`src/eeprom_autoload_pkg.sv`:
```
`default_nettype none
package eeprom_autoload_pkg;

   // ----------------------------------------------------------------
   // widths
   // ----------------------------------------------------------------
   localparam int WORD_W = 16;
   localparam int ADDR_W = 6;
   typedef logic [WORD_W-1:0] word_t;
   typedef logic [ADDR_W-1:0] addr_t;

   // ----------------------------------------------------------------
   // word indices in the configuration memory
   // ----------------------------------------------------------------
   localparam addr_t W_MAC_FIRST  = 6'h00;
   localparam addr_t W_MAC_LAST   = 6'h02;
   localparam addr_t W_AUTO_CTL   = 6'h03;
   localparam addr_t W_VENDOR     = 6'h04;
   localparam addr_t W_PRODUCT    = 6'h05;
   localparam addr_t W_PIN_CTL    = 6'h06;
   localparam addr_t W_PHY_CTL    = 6'h07;
   localparam addr_t W_MISC       = 6'h08;
   localparam addr_t W_GRP_CTL    = 6'h10;
   localparam addr_t W_SWITCH     = 6'h11;
   localparam addr_t W_PORT_FIRST = 6'h13;
   localparam addr_t W_PORT_LAST  = 6'h1A;
   localparam addr_t W_TAG_FIRST  = 6'h1B;
   localparam addr_t W_TAG_LAST   = 6'h1E;
   localparam addr_t W_PRIO       = 6'h1F;

   // ----------------------------------------------------------------
   // two-bit enable fields: position of their low bit
   // ----------------------------------------------------------------
   localparam logic [1:0] FIELD_ON  = 2'h1;
   localparam int AC_ID_LSB    = 0;
   localparam int AC_PIN_LSB   = 2;
   localparam int AC_WAKE_LSB  = 6;
   localparam int AC_MISC_LSB  = 8;
   localparam int AC_LED_LSB   = 10;
   localparam int AC_MDIX_LSB  = 14;
   localparam int GC_SW_LSB    = 0;
   localparam int GC_PORT_LSB  = 2;
   localparam int GC_TAG_LSB   = 4;
   localparam int GC_PRIO_LSB  = 6;

   // ----------------------------------------------------------------
   // loaded settings
   // ----------------------------------------------------------------
   typedef struct packed {
      logic irq_open;   // 1: open collector
      logic irq_low;    // 1: interrupt active low
      logic wr_high;    // write_strobe_pin active high
      logic rd_high;    // read_strobe_pin active high
      logic cs_high;    // chip select active high
   } host_pin_s;

   typedef struct packed {
      logic       mdix_p0;    // automatic_crossover port 0
      logic       mdix_p1;    // automatic_crossover port 1
      logic       led_alt;
      logic [3:0] wake;       // link, magic, pulse, low
   } phy_ctl_s;

   typedef struct packed {
      logic [7:0] ctl_61;
      logic [7:0] ctl_66;
      logic [7:0] ctl_67;
      logic [7:0] ctl_6d;
      logic [7:0] tag_6e;
      logic [7:0] tag_6f;
   } port_regs_s;

   typedef struct packed {
      logic [47:0]     mac;       // byte 0 in bits 7:0
      word_t           vendor_id;
      word_t           product_id;
      host_pin_s       pin;
      phy_ctl_s        phy;
      logic [4:0]      misc;
      logic [7:0]      sw_ctl;    // register 52H
      logic [7:0]      vlan_ctl;  // register 53H
      port_regs_s [3:0] port;
      logic [7:0]      prio_lo;   // register D0H
      logic [7:0]      prio_hi;   // register D1H
   } cfg_s;

   // ----------------------------------------------------------------
   // reset values
   // ----------------------------------------------------------------
   localparam logic [47:0] RST_MAC  = 48'h0000_0000_0000;
   localparam host_pin_s   RST_PIN  = 5'h00;
   localparam phy_ctl_s    RST_PHY  = 7'h60;
   localparam logic [4:0]  RST_MISC = 5'h00;
   localparam logic [7:0]  RST_BYTE = 8'h00;

endpackage : eeprom_autoload_pkg
`default_nettype wire

```
`src/eeprom_word_fetch.sv`:
```
`timescale 1ns/1ns
`default_nettype none
module eeprom_word_fetch
   import eeprom_autoload_pkg::*;
(
   // clock and reset
   input  wire logic  i_clk,
   input  wire logic  i_rst,
   // request from the loader
   input  wire logic  i_start,
   input  wire addr_t i_addr,
   output logic       o_done,
   output word_t      o_data,
   // word port towards the memory reader
   output logic       o_mem_req,
   output addr_t      o_mem_addr,
   input  wire logic  i_mem_ack,
   input  wire word_t i_mem_data
);

   // ----------------------------------------------------------------
   // request held until the word comes back
   // ----------------------------------------------------------------
   logic  req_r,  req_nxt;
   addr_t addr_r, addr_nxt;
   logic  done_r, done_nxt;
   word_t data_r, data_nxt;

   // next values: a start while busy is ignored
   always_comb begin
      req_nxt  = req_r;
      addr_nxt = addr_r;
      done_nxt = 1'b0;
      data_nxt = data_r;
      if (req_r) begin
         if (i_mem_ack) begin
            req_nxt  = 1'b0;
            done_nxt = 1'b1;
            data_nxt = i_mem_data;
         end
      end else if (i_start) begin
         req_nxt  = 1'b1;
         addr_nxt = i_addr;
      end
   end

   always_ff @(posedge i_clk or posedge i_rst) begin
      if (i_rst) begin
         req_r  <= 1'b0;
         addr_r <= 6'h00;
         done_r <= 1'b0;
         data_r <= 16'h0000;
      end else begin
         req_r  <= req_nxt;
         addr_r <= addr_nxt;
         done_r <= done_nxt;
         data_r <= data_nxt;
      end
   end

   assign o_mem_req  = req_r;
   assign o_mem_addr = addr_r;
   assign o_done     = done_r;
   assign o_data     = data_r;

endmodule : eeprom_word_fetch
`default_nettype wire

```
`src/eeprom_autoload_config.sv`:
```
//
// Contract
// station address bytes come from words 0 to 2
// words 4 and 5 accepted only when word 3 bits 1:0 are 01
// word 6 bits 4:0 applied only when word 3 bits 3:2 are 01
// word 3 fields 7:6, 11:10, 15:14 gate word 7 bit groups
// word 8 bits 4:0 accepted only when word 3 bits 9:8 are 01
// words 4 and 5 replace built-in vendor and product codes
// word 6 bits 0..2 set chip select and strobe polarities
// word 6 bit 3 selects interrupt polarity, 1 means active low
// word 6 bit 4 selects open-collector interrupt drive
// word 7 bit 0 sets wake output polarity
// word 7 bit 1 selects pulse or level wake output
// word 7 bits 2 and 3 enable magic and link wake events
// word 7 bit 8 selects alternate LED mode
// memory keeps word 7 bits 13:9 at zero
// word 7 bits 14 and 15 control crossover, default on
// word 16 two-bit fields of 01 enable word groups
// memory keeps word 16 bits 15:14 at zero
// word 17 bytes load switch and VLAN control registers
// memory keeps word 18 at zero when group enabled
// words 19,21,23,25 load port registers 61H and 66H
// words 20,22,24,26 load port registers 67H and 6DH
// words 27 to 29 load port 0..2 tag registers
// word 30 loads processor port tag registers
// word 31 loads priority map registers
// any field other than 01 leaves defaults untouched
`timescale 1ns/1ns
`default_nettype none
module eeprom_autoload_config
   import eeprom_autoload_pkg::*;
#(
   parameter logic [15:0] DEF_VENDOR_ID  = 16'h1234, // arbitrary value
   parameter logic [15:0] DEF_PRODUCT_ID = 16'h5678  // arbitrary value
)(
   // clock and reset
   input  wire logic  i_clk,
   input  wire logic  i_rst,
   // word port towards the memory reader
   output logic       o_mem_req,
   output addr_t      o_mem_addr,
   input  wire logic  i_mem_ack,
   input  wire word_t i_mem_data,
   // loaded configuration
   output cfg_s       o_cfg,
   output logic       o_busy,
   output logic       o_done
);

   // ----------------------------------------------------------------
   // helpers
   // ----------------------------------------------------------------
   function automatic logic field_on(input word_t w, input int lsb);
      field_on = (w[lsb +: 2] == FIELD_ON);
   endfunction : field_on

   typedef enum logic [1:0] {L_START, L_ISSUE, L_WAIT, L_DONE} load_e;

   localparam cfg_s CFG_RST = '{mac: RST_MAC, vendor_id: DEF_VENDOR_ID,
      product_id: DEF_PRODUCT_ID, pin: RST_PIN, phy: RST_PHY, misc: RST_MISC,
      sw_ctl: RST_BYTE, vlan_ctl: RST_BYTE, port: '0, prio_lo: RST_BYTE,
      prio_hi: RST_BYTE};

   // ----------------------------------------------------------------
   // word fetcher
   // ----------------------------------------------------------------
   load_e state_r, state_nxt;
   addr_t addr_r,  addr_nxt;
   word_t auto_r,  auto_nxt;
   word_t grp_r,   grp_nxt;
   cfg_s  cfg_r,   cfg_nxt;
   logic  busy_r,  busy_nxt;
   logic  done_r,  done_nxt;
   logic  fetch_done;
   word_t fetch_data;
   logic  word_ok;

   eeprom_word_fetch eeprom_word_fetch_i (
      .i_clk      (i_clk),
      .i_rst      (i_rst),
      .i_start    (state_r == L_ISSUE),
      .i_addr     (addr_r),
      .o_done     (fetch_done),
      .o_data     (fetch_data),
      .o_mem_req  (o_mem_req),
      .o_mem_addr (o_mem_addr),
      .i_mem_ack  (i_mem_ack),
      .i_mem_data (i_mem_data)
   );

   assign word_ok = (state_r == L_WAIT) && fetch_done;

   // ----------------------------------------------------------------
   // enable decode from the two control words
   // ----------------------------------------------------------------
   logic  en_id, en_pin, en_wake, en_misc, en_led, en_mdix;
   logic  en_sw, en_port, en_tag, en_prio;
   logic [5:0] port_idx;
   logic [5:0] tag_idx;

   // every field other than 01 disables its group
   always_comb begin
      en_id    = field_on(auto_r, AC_ID_LSB);
      en_pin   = field_on(auto_r, AC_PIN_LSB);
      en_wake  = field_on(auto_r, AC_WAKE_LSB);
      en_misc  = field_on(auto_r, AC_MISC_LSB);
      en_led   = field_on(auto_r, AC_LED_LSB);
      en_mdix  = field_on(auto_r, AC_MDIX_LSB);
      en_sw    = field_on(grp_r, GC_SW_LSB);
      en_port  = field_on(grp_r, GC_PORT_LSB);
      en_tag   = field_on(grp_r, GC_TAG_LSB);
      en_prio  = field_on(grp_r, GC_PRIO_LSB);
      port_idx = addr_r - W_PORT_FIRST;
      tag_idx  = addr_r - W_TAG_FIRST;
   end

   // ----------------------------------------------------------------
   // load sequence and word application
   // ----------------------------------------------------------------
   // words 9..15 are reserved and skipped; a group word is still read
   // when disabled so the walk length never depends on memory content
   always_comb begin
      state_nxt = state_r;
      addr_nxt  = addr_r;
      auto_nxt  = auto_r;
      grp_nxt   = grp_r;
      cfg_nxt   = cfg_r;
      busy_nxt  = busy_r;
      done_nxt  = done_r;
      case (state_r)
         L_START: begin
            state_nxt = L_ISSUE;
            busy_nxt  = 1'b1;
         end
         L_ISSUE: begin
            state_nxt = L_WAIT;
         end
         L_WAIT: begin
            if (fetch_done) begin
               if (addr_r <= W_MAC_LAST) begin
                  cfg_nxt.mac[{addr_r[1:0], 4'h0} +: 16] = fetch_data;
               end
               if (addr_r == W_AUTO_CTL) begin
                  auto_nxt = fetch_data;
               end
               if (addr_r == W_VENDOR && en_id) begin
                  cfg_nxt.vendor_id = fetch_data;
               end
               if (addr_r == W_PRODUCT && en_id) begin
                  cfg_nxt.product_id = fetch_data;
               end
               if (addr_r == W_PIN_CTL && en_pin) begin
                  cfg_nxt.pin = fetch_data[4:0];
               end
               if (addr_r == W_PHY_CTL) begin
                  if (en_wake) begin
                     cfg_nxt.phy.wake = fetch_data[3:0];
                  end
                  if (en_led) begin
                     cfg_nxt.phy.led_alt = fetch_data[8];
                  end
                  if (en_mdix) begin
                     cfg_nxt.phy.mdix_p1 = fetch_data[14];
                     cfg_nxt.phy.mdix_p0 = fetch_data[15];
                  end
               end
               if (addr_r == W_MISC && en_misc) begin
                  cfg_nxt.misc = fetch_data[4:0];
               end
               if (addr_r == W_GRP_CTL) begin
                  grp_nxt = fetch_data;
               end
               if (addr_r == W_SWITCH && en_sw) begin
                  cfg_nxt.sw_ctl   = fetch_data[7:0];
                  cfg_nxt.vlan_ctl = fetch_data[15:8];
               end
               if (addr_r >= W_PORT_FIRST && addr_r <= W_PORT_LAST && en_port) begin
                  if (!port_idx[0]) begin
                     cfg_nxt.port[port_idx[2:1]].ctl_61 = fetch_data[7:0];
                     cfg_nxt.port[port_idx[2:1]].ctl_66 = fetch_data[15:8];
                  end else begin
                     cfg_nxt.port[port_idx[2:1]].ctl_67 = fetch_data[7:0];
                     cfg_nxt.port[port_idx[2:1]].ctl_6d = fetch_data[15:8];
                  end
               end
               if (addr_r >= W_TAG_FIRST && addr_r <= W_TAG_LAST && en_tag) begin
                  cfg_nxt.port[tag_idx[1:0]].tag_6e = fetch_data[7:0];
                  cfg_nxt.port[tag_idx[1:0]].tag_6f = fetch_data[15:8];
               end
               if (addr_r == W_PRIO && en_prio) begin
                  cfg_nxt.prio_lo = fetch_data[7:0];
                  cfg_nxt.prio_hi = fetch_data[15:8];
               end
               if (addr_r == W_PRIO) begin
                  state_nxt = L_DONE;
                  busy_nxt  = 1'b0;
                  done_nxt  = 1'b1;
               end else begin
                  state_nxt = L_ISSUE;
                  addr_nxt  = (addr_r == W_MISC) ? W_GRP_CTL : addr_r + 6'h01;
               end
            end
         end
         L_DONE: begin
            state_nxt = L_DONE;
         end
         default: begin
            state_nxt = L_START;
         end
      endcase
   end

   // registers only; defaults stand until an enabled word arrives
   always_ff @(posedge i_clk or posedge i_rst) begin
      if (i_rst) begin
         state_r <= L_START;
         addr_r  <= W_MAC_FIRST;
         auto_r  <= 16'h0000;
         grp_r   <= 16'h0000;
         cfg_r   <= CFG_RST;
         busy_r  <= 1'b0;
         done_r  <= 1'b0;
      end else begin
         state_r <= state_nxt;
         addr_r  <= addr_nxt;
         auto_r  <= auto_nxt;
         grp_r   <= grp_nxt;
         cfg_r   <= cfg_nxt;
         busy_r  <= busy_nxt;
         done_r  <= done_nxt;
      end
   end

   assign o_cfg  = cfg_r;
   assign o_busy = busy_r;
   assign o_done = done_r;
endmodule : eeprom_autoload_config
`default_nettype wire

```
`config.mk`:
```
export PLATFORM = sky130hd
export DESIGN_NAME = eeprom_autoload_config
export DESIGN_NICKNAME = d
export VERILOG_FILES = /design/src/eeprom_autoload_pkg.sv /design/src/eeprom_word_fetch.sv /design/src/eeprom_autoload_config.sv
export SDC_FILE = /design/constraint.sdc
export NUM_CORES = 1
export LEC_CHECK = 0
export BUFFER_PORTS_ARGS = -buffer_cell sky130_fd_sc_hd__buf_2
export CORE_MARGIN = 5
export CORE_UTILIZATION = 25
export DETAILED_ROUTE_END_ITERATION = 12
export SETUP_SLACK_MARGIN = 0.5
export SKIP_LAST_GASP = 1
export SLEW_MARGIN = 5
export SYNTH_ARGS = -nofsm -noshare
export SYNTH_HDL_FRONTEND = slang
export SYNTH_HIERARCHICAL = 1
export SYNTH_SLANG_ARGS = --single-unit
```
`constraint.sdc`:
```
create_clock -name i_clk -period 23.1 [get_ports i_clk]
set_input_delay 1.155 -clock i_clk [delete_from_list [all_inputs] [get_ports i_clk]]
set_output_delay 1.155 -clock i_clk [all_outputs]
set_load 0.005 [all_outputs]
```
# Word-level counts from Yosys, hierarchy flattened
# Index checks and enable logic that the tools add are counted.
word_totals:
  reg_bits: 379
op_classes:
  bitwise: 2
  shift: 2
  mux: 36
  n_reduce_logical: 32
  magnitude_cmp: 9
  n_eq_ne: 24
  add_sub_neg: 4
op_table:
  columns: ["cell", "count"]
  rows:
  - ["$bwmux W192", 6]
  - ["$mux W192", 5]
  - ["$demux W48 S2", 6]
  - ["$bwmux W48", 1]
  - ["$mux W48", 1]
  - ["$shift A16 B8 Y48 const A", 1]
  - ["$shiftx A16 B8 Y48", 1]
  - ["$mux W40", 1]
  - ["$reduce_and A3 Y1", 12]
  - ["$mux W32", 1]
  - ["$eq A6 B3 Y1 const B", 4]
  - ["$mux W24", 1]
  - ["$eq A2 B1 Y1 const B", 11]
  - ["$eq A6 B5 Y1 const B", 3]
  - ["$mux W16", 1]
  - ["$ge A6 B5 Y1 const B", 2]
  - ["$le A6 B5 Y1 const B", 2]
  - ["$logic_and A1 B1 Y1", 12]
  - ["$reduce_and A4 Y1", 3]
  - ["$mux W8", 1]
  - ["$neg A6 Y8", 1]
  - ["$pmux W2 S4", 1]
  - ["$mux W1", 7]
  - ["$add A6 B1 Y6 const B", 1]
  - ["other kinds (16)", 24]

# Logic depth before layout (Yosys ltp)
logic_depth:
  word_depth: 14
  mapped_depth: 9
  depth_no_buf: 6

# By module
# The synthesis kept the hierarchy.
by_module_without_submodules:
  columns: ["module", "instances", "cells_per_inst", "area_per_inst_um2", "seq_area_each_um2"]
  rows:
  - ["eeprom_autoload_config", 1, 963, 14044.7, 8802.2]
  - ["eeprom_word_fetch", 1, 53, 927.1, 600.6]

# Worst setup path after synthesis
# OpenSTA, ideal clock, no wires.
synth_path:
  path_kind: "flip-flop to flip-flop"
  startpoint: "register addr_r[0]"
  endpoint: "register cfg_r (netlist bit o_cfg[176])"
  arrival_ps: 2626
  setup_slack_ps: 20349
  path_buffers: 3
  period_less_slack_ps: 2751
  stages_incl_launch_ff: 9
  path_cell_list: "dfrtp_1 > buf_1 > inv_1 > ha_1 > clkbuf_1 > nand2b_1 > nor3_2 > buf_6 > mux2_2"
synth_via:
  elab_chain_len: 13
synth_rtl:
  columns: ["item", "line", "text"]
  rows:
  - ["start, declared", "eeprom_autoload_config.sv:68", "addr_t addr_r, addr_nxt;"]
  - ["start signal, assigned", "eeprom_autoload_config.sv:225", "addr_r <= addr_nxt;"]
  - ["$sub A3 B2 Y3", "eeprom_autoload_config.sv:113", "port_idx = addr_r - W_PORT_FIRST;"]
  - ["$lt A2 B3 Y1 (implied by the code) or $ge A2 B1 Y1 (tied branches)", "eeprom_autoload_config.sv:183", "cfg_nxt.port[port_idx[2:1]].ctl_6d = fetch_data[15:8];"]
  - ["$logic_and A1 B1 Y1 (implied by the code)", "eeprom_autoload_config.sv:183", null]
  - ["$mux W24 (implied by the code)", "eeprom_autoload_config.sv:183", null]
  - ["$demux W48 S2", "eeprom_autoload_config.sv:183", null]
  - ["$bwmux W192", "eeprom_autoload_config.sv:183", null]
  - ["$mux W192", "eeprom_autoload_config.sv:178", "if (!port_idx[0]) begin"]
  - ["$mux W192", "eeprom_autoload_config.sv:177", "if (addr_r >= W_PORT_FIRST && addr_r <= W_PORT_LAST && en_port) begin"]
  - ["$mux W192", "eeprom_autoload_config.sv:139", "if (fetch_done) begin"]
  - ["$mux W192", "eeprom_autoload_config.sv:130", "case (state_r)"]
  - ["$bwmux W192", "eeprom_autoload_config.sv:187", "cfg_nxt.port[tag_idx[1:0]].tag_6e = fetch_data[7:0];"]
  - ["$bwmux W192", "eeprom_autoload_config.sv:188", "cfg_nxt.port[tag_idx[1:0]].tag_6f = fetch_data[15:8];"]
  - ["$mux W192 (*)", "eeprom_autoload_config.sv:186", "if (addr_r >= W_TAG_FIRST && addr_r <= W_TAG_LAST && en_tag) begin"]
  - ["end signal, assigned", "eeprom_autoload_config.sv:228", "cfg_r <= cfg_nxt;"]
  - ["end, declared", "eeprom_autoload_config.sv:71", "cfg_s cfg_r, cfg_nxt;"]
# Mark *: on every way between the ends. The rest lies on a longest branch, timed or not. The select of a mux whose other input is x is not followed.
# A chain may end at the register's enable or synchronous reset.

# Worst setup path after layout
layout_path:
  startpoint: "register addr_r[0]"
  endpoint: "register cfg_r (netlist bit o_cfg[195])"
layout_via:
  elab_chain_len: 13
layout_rtl:
  columns: ["item", "line", "text"]
  rows:
  - ["$sub A3 B2 Y3", "eeprom_autoload_config.sv:113", null]
  - ["$lt A2 B3 Y1 (implied by the code) or $ge A2 B1 Y1 (tied branches)", "eeprom_autoload_config.sv:180", "cfg_nxt.port[port_idx[2:1]].ctl_66 = fetch_data[15:8];"]
  - ["$logic_and A1 B1 Y1 (implied by the code)", "eeprom_autoload_config.sv:180", null]
  - ["$mux W40 (implied by the code)", "eeprom_autoload_config.sv:180", null]
  - ["$demux W48 S2", "eeprom_autoload_config.sv:180", null]
  - ["$bwmux W192", "eeprom_autoload_config.sv:180", null]
  - ["$mux W192", "eeprom_autoload_config.sv:178", null]
  - ["$mux W192", "eeprom_autoload_config.sv:177", null]
  - ["$mux W192", "eeprom_autoload_config.sv:139", null]
  - ["$mux W192", "eeprom_autoload_config.sv:130", null]
  - ["$bwmux W192", "eeprom_autoload_config.sv:187", null]
  - ["$bwmux W192", "eeprom_autoload_config.sv:188", null]
  - ["$mux W192 (*)", "eeprom_autoload_config.sv:186", null]
# Marked as above.

==> metrics.txt <==
relative slew slack 0.1815; Int Power 1187 uW; Worst Path Arrival ~3.8 ns; Iter 0 DRT Violations ~400; Synth Net Count 1041; WL per Instance 22.40 um; skew final 0.02192 ns; Std-Cell Core Area 59130 um^2; Cell variety after synth 52; largest net degree at the start of global routing 145; multiplexer share of the synthesized area 0.2603; CP bufs+invs 0; Antenna Nets Post-Route 0; Period minus WS final between 3 and 4 ns; initial antenna violation count 2; CP Class register to register; Max clock buf depth 3; Critical-path top delay cell or3_1; worst skew pair latency around 0.56 ns; mapped cell area 14970 um^2; delay-heaviest family, CP simple AND/OR/NAND/NOR gates; std cell rows 89; CP cell instances ha_1 -> or2_1 -> o311ai_4 -> or3_1 -> mux2_2; vias in the first global route 10050; Mapped Cells about 1000; FILL cells 5851; CTS tree yes; Synth Register Bits 375; CTS clk-pin slew, worst paths 0.06 ns; simple-gate share of the synthesized area 0.04997; largest family of logic cells by synthesized area multiplexers; final-report hold violation count 0; Sw Ratio 0.3170; register area share after synthesis 0.6280; Synth Area in XOR/XNOR 0; I/O Buffers 348; Synth Warn # 6; gr usage total 0.1442; Reg power frac 0.467; RSZ-0062 raised after global routing false; min-delay worst type register to register; Slew @ Worst Pin 1.228 ns; starting density of the core 0.2532; Die W 254.7 um; max incr delay on CP about 0.8 ns; Logic pwr share 0.132; CTS H-tree lvls 2; crit end category register; startpoint types register; Setup Buffers After CTS 0; fin nets ~1400; Final TNS setup 0 ns; outcome finished, final reports clean; routed vias/inst ~4.4; Total Wirelength 48.60 mm; vias 9613; Synth-to-Final Area Change 26.98%; Final Max Slew Viols 0; first-pass GRT wire length 69.56 mm; Final period util 0.1448; max cap viols 0; P_sw between 500 and 600 uW; Die H 254.7 um; Critical Path RT 23.54 ns; Final GP Congestion approximately 0.76; GRT Residual Overflow 0; FMAX 298.9 MHz; Pwr Density 91.44 nW/um^2; drt first pass iters 5; Synth Area in Adders 0.005014; Crit Path Max Fanout 17; Pleak between 0.01 and 0.015 uW; TritonCTS Buffers between 40 and 50; worst vdd ir around 0.06 mV; number of clock sinks 375; Mean Syn Cell Area 14.74 um^2; layout cells sized above 1 0.5721; # hold bufs at CTS 0; CTS root buf clkbuf_16; drt drc 0; final core utilization 0.3215; Setup-failing EPs final 0; die area 64880 um^2; number of I/O pins 349; post-CTS resize count 0; post-detail-place hpwl 32.69 mm; Synth Area in Compound Gates 0.01755; part of the power in the clock network 0.401
## kinds of logic (layout without fill, tap and decap cells)
family / count (synthesis) / in the layout
flip-flops: 375 / 375
buffers and inverters: 129 / 506
AO/OA/AOI/OAI: 42 / 42
AND/OR/NAND/NOR: 117 / 117
adder cells (fa/ha/maj): 6 / 6
other: 0 / 4
multiplexers: 347 / 347
## cell type report
class,instances,area [um^2],area share
inverters,57,221.5,0.01165
clock buffers,56,1195,0.06285
clock inverters,21,246.5,0.01297
repair buffers,372,1922,0.1011
diodes,4,10.01,0.0005265
flip-flops and latches,375,9403,0.4946
multi-input cells,512,5046,0.2654
well taps,773,967.2,0.05088
## cells in the mapped netlist (all sizes together)
library cell / count / area [um^2]
o31ai: 2 / 15.01
or3: 2 / 12.51
nand4b: 4 / 35.03
a21o: 1 / 7.510
nor3: 5 / 45.04
dfrtp: 360 / 9009
nand3: 27 / 155.2
a31oi: 3 / 18.77
a311oi: 1 / 8.760
or2: 2 / 12.52
o311ai: 1 / 26.28
nor4b: 1 / 23.77
nor4: 5 / 82.58
clkbuf: 39 / 147.6
o32ai: 1 / 8.760
and4bb: 1 / 12.51
and4b: 1 / 10.01
dfstp: 15 / 394.1
a21oi: 5 / 25.02
a211oi: 1 / 12.51
or3b: 1 / 8.760
mux2i: 32 / 320.3
and3b: 2 / 17.52
o21ai: 25 / 125.1
nand2: 40 / 157.6
nor2b: 5 / 31.28
o21bai: 1 / 7.510
nand4: 1 / 12.51
nand2b: 5 / 31.28
ha: 6 / 75.07
nor2: 6 / 22.52
and3: 3 / 18.77
nand3b: 2 / 18.77
inv: 57 / 214.0
buf: 33 / 224.0
nor3b: 4 / 40.03
o21a: 1 / 7.510
mux2: 315 / 3577
## per-layer routing
layer / GRT usage / vias to the layer above / wire length (um)
li1: - / 4210 / -
met1: 0.1882 / 5007 / 20720
met2: 0.2359 / 317 / 23220
met3: 0.03722 / 79 / 3277
met4: 0.04624 / 0 / 1376
met5: 0 / - / 0
## power by group through the flow
stage / clock network (uW) / logic [uW] / registers [uW]
4_1_cts: 723 / 236 / 815
2_1_floorplan: 0 / 166 / 729
6_report: 697 / 229 / 812
5_1_grt: 747 / 251 / 822
3_3_place_gp: 0 / 230 / 824
3_5_place_dp: 0 / 235 / 828
## state kept, by name, summed over array words and instances, names as in the netlist, 2 cells and up
name,cells
auto_r,12
state_r,2
addr_r,6
grp_r,8
eeprom_word_fetch_i/o_mem_addr,6
o_cfg,321
eeprom_word_fetch_i/o_data,16
## worst paths after layout
path | start | endpoint | slack, ns | cells past startpoint
worst max-delay path | addr_r[0] | o_cfg[195] | 19.75 | 5
worst min-delay path | o_done | o_done | 0.50 | 1
worst max register to register | addr_r[0] | o_cfg[195] | 19.75 | 5
worst min register to register | o_done | o_done | 0.50 | 1
max in group asynchronous | i_rst | o_cfg[45] | 19.90 | 4
min in group asynchronous | i_rst | eeprom_word_fetch_i/o_data[13] | 0.74 | 3
## per-stage QoR
step | worst slack, ns | area (um^2) | hold WS [ns] | power, uW | std cells
floorplan | 12.23 | 14970 | 0.4678 | 895.1 | 1016
global placement | 19.38 | 17550 | 0.4744 | 1055 | 2089
detailed placement | 19.29 | 17550 | 0.4849 | 1062 | 2089
CTS | 19.74 | 18990 | 0.4987 | 1774 | 2166
global route | 19.44 | 19000 | 0.5104 | 1819 | 2166
finish | 19.75 | 19010 | 0.4958 | 1738 | 2170
## cell usage in the layout, fill, tap and decap left out, types with 3 or more instances in the layout
cell type  Yosys  layout
nand3_2        4       4
clkbuf_16      0      43
o21ai_0       25      25
ha_1           6       6
inv_6          0       3
nand2b_1       5       5
nor3_4         0       4
bufinv_16      0       5
clkbuf_1      38       6
clkbuf_8       0       7
nand4b_1       4       4
buf_2         17     348
mux2_4         8       8
buf_4          3      24
nand3_1       23      23
dfstp_2       15      15
and3_1         3       3
nand2_1       39      39
nor2_1         6       6
clkinv_2       0      11
dfrtp_1      360     360
inv_1         57      56
diode_2        0       4
nor3b_4        0       3
a21oi_1        5       5
nor4_4         3       3
mux2_2       306     306
mux2i_1       32      32
nor2b_1        5       5
a31oi_1        3       3
No activity file was read; power rests on OpenSTA's default activity.
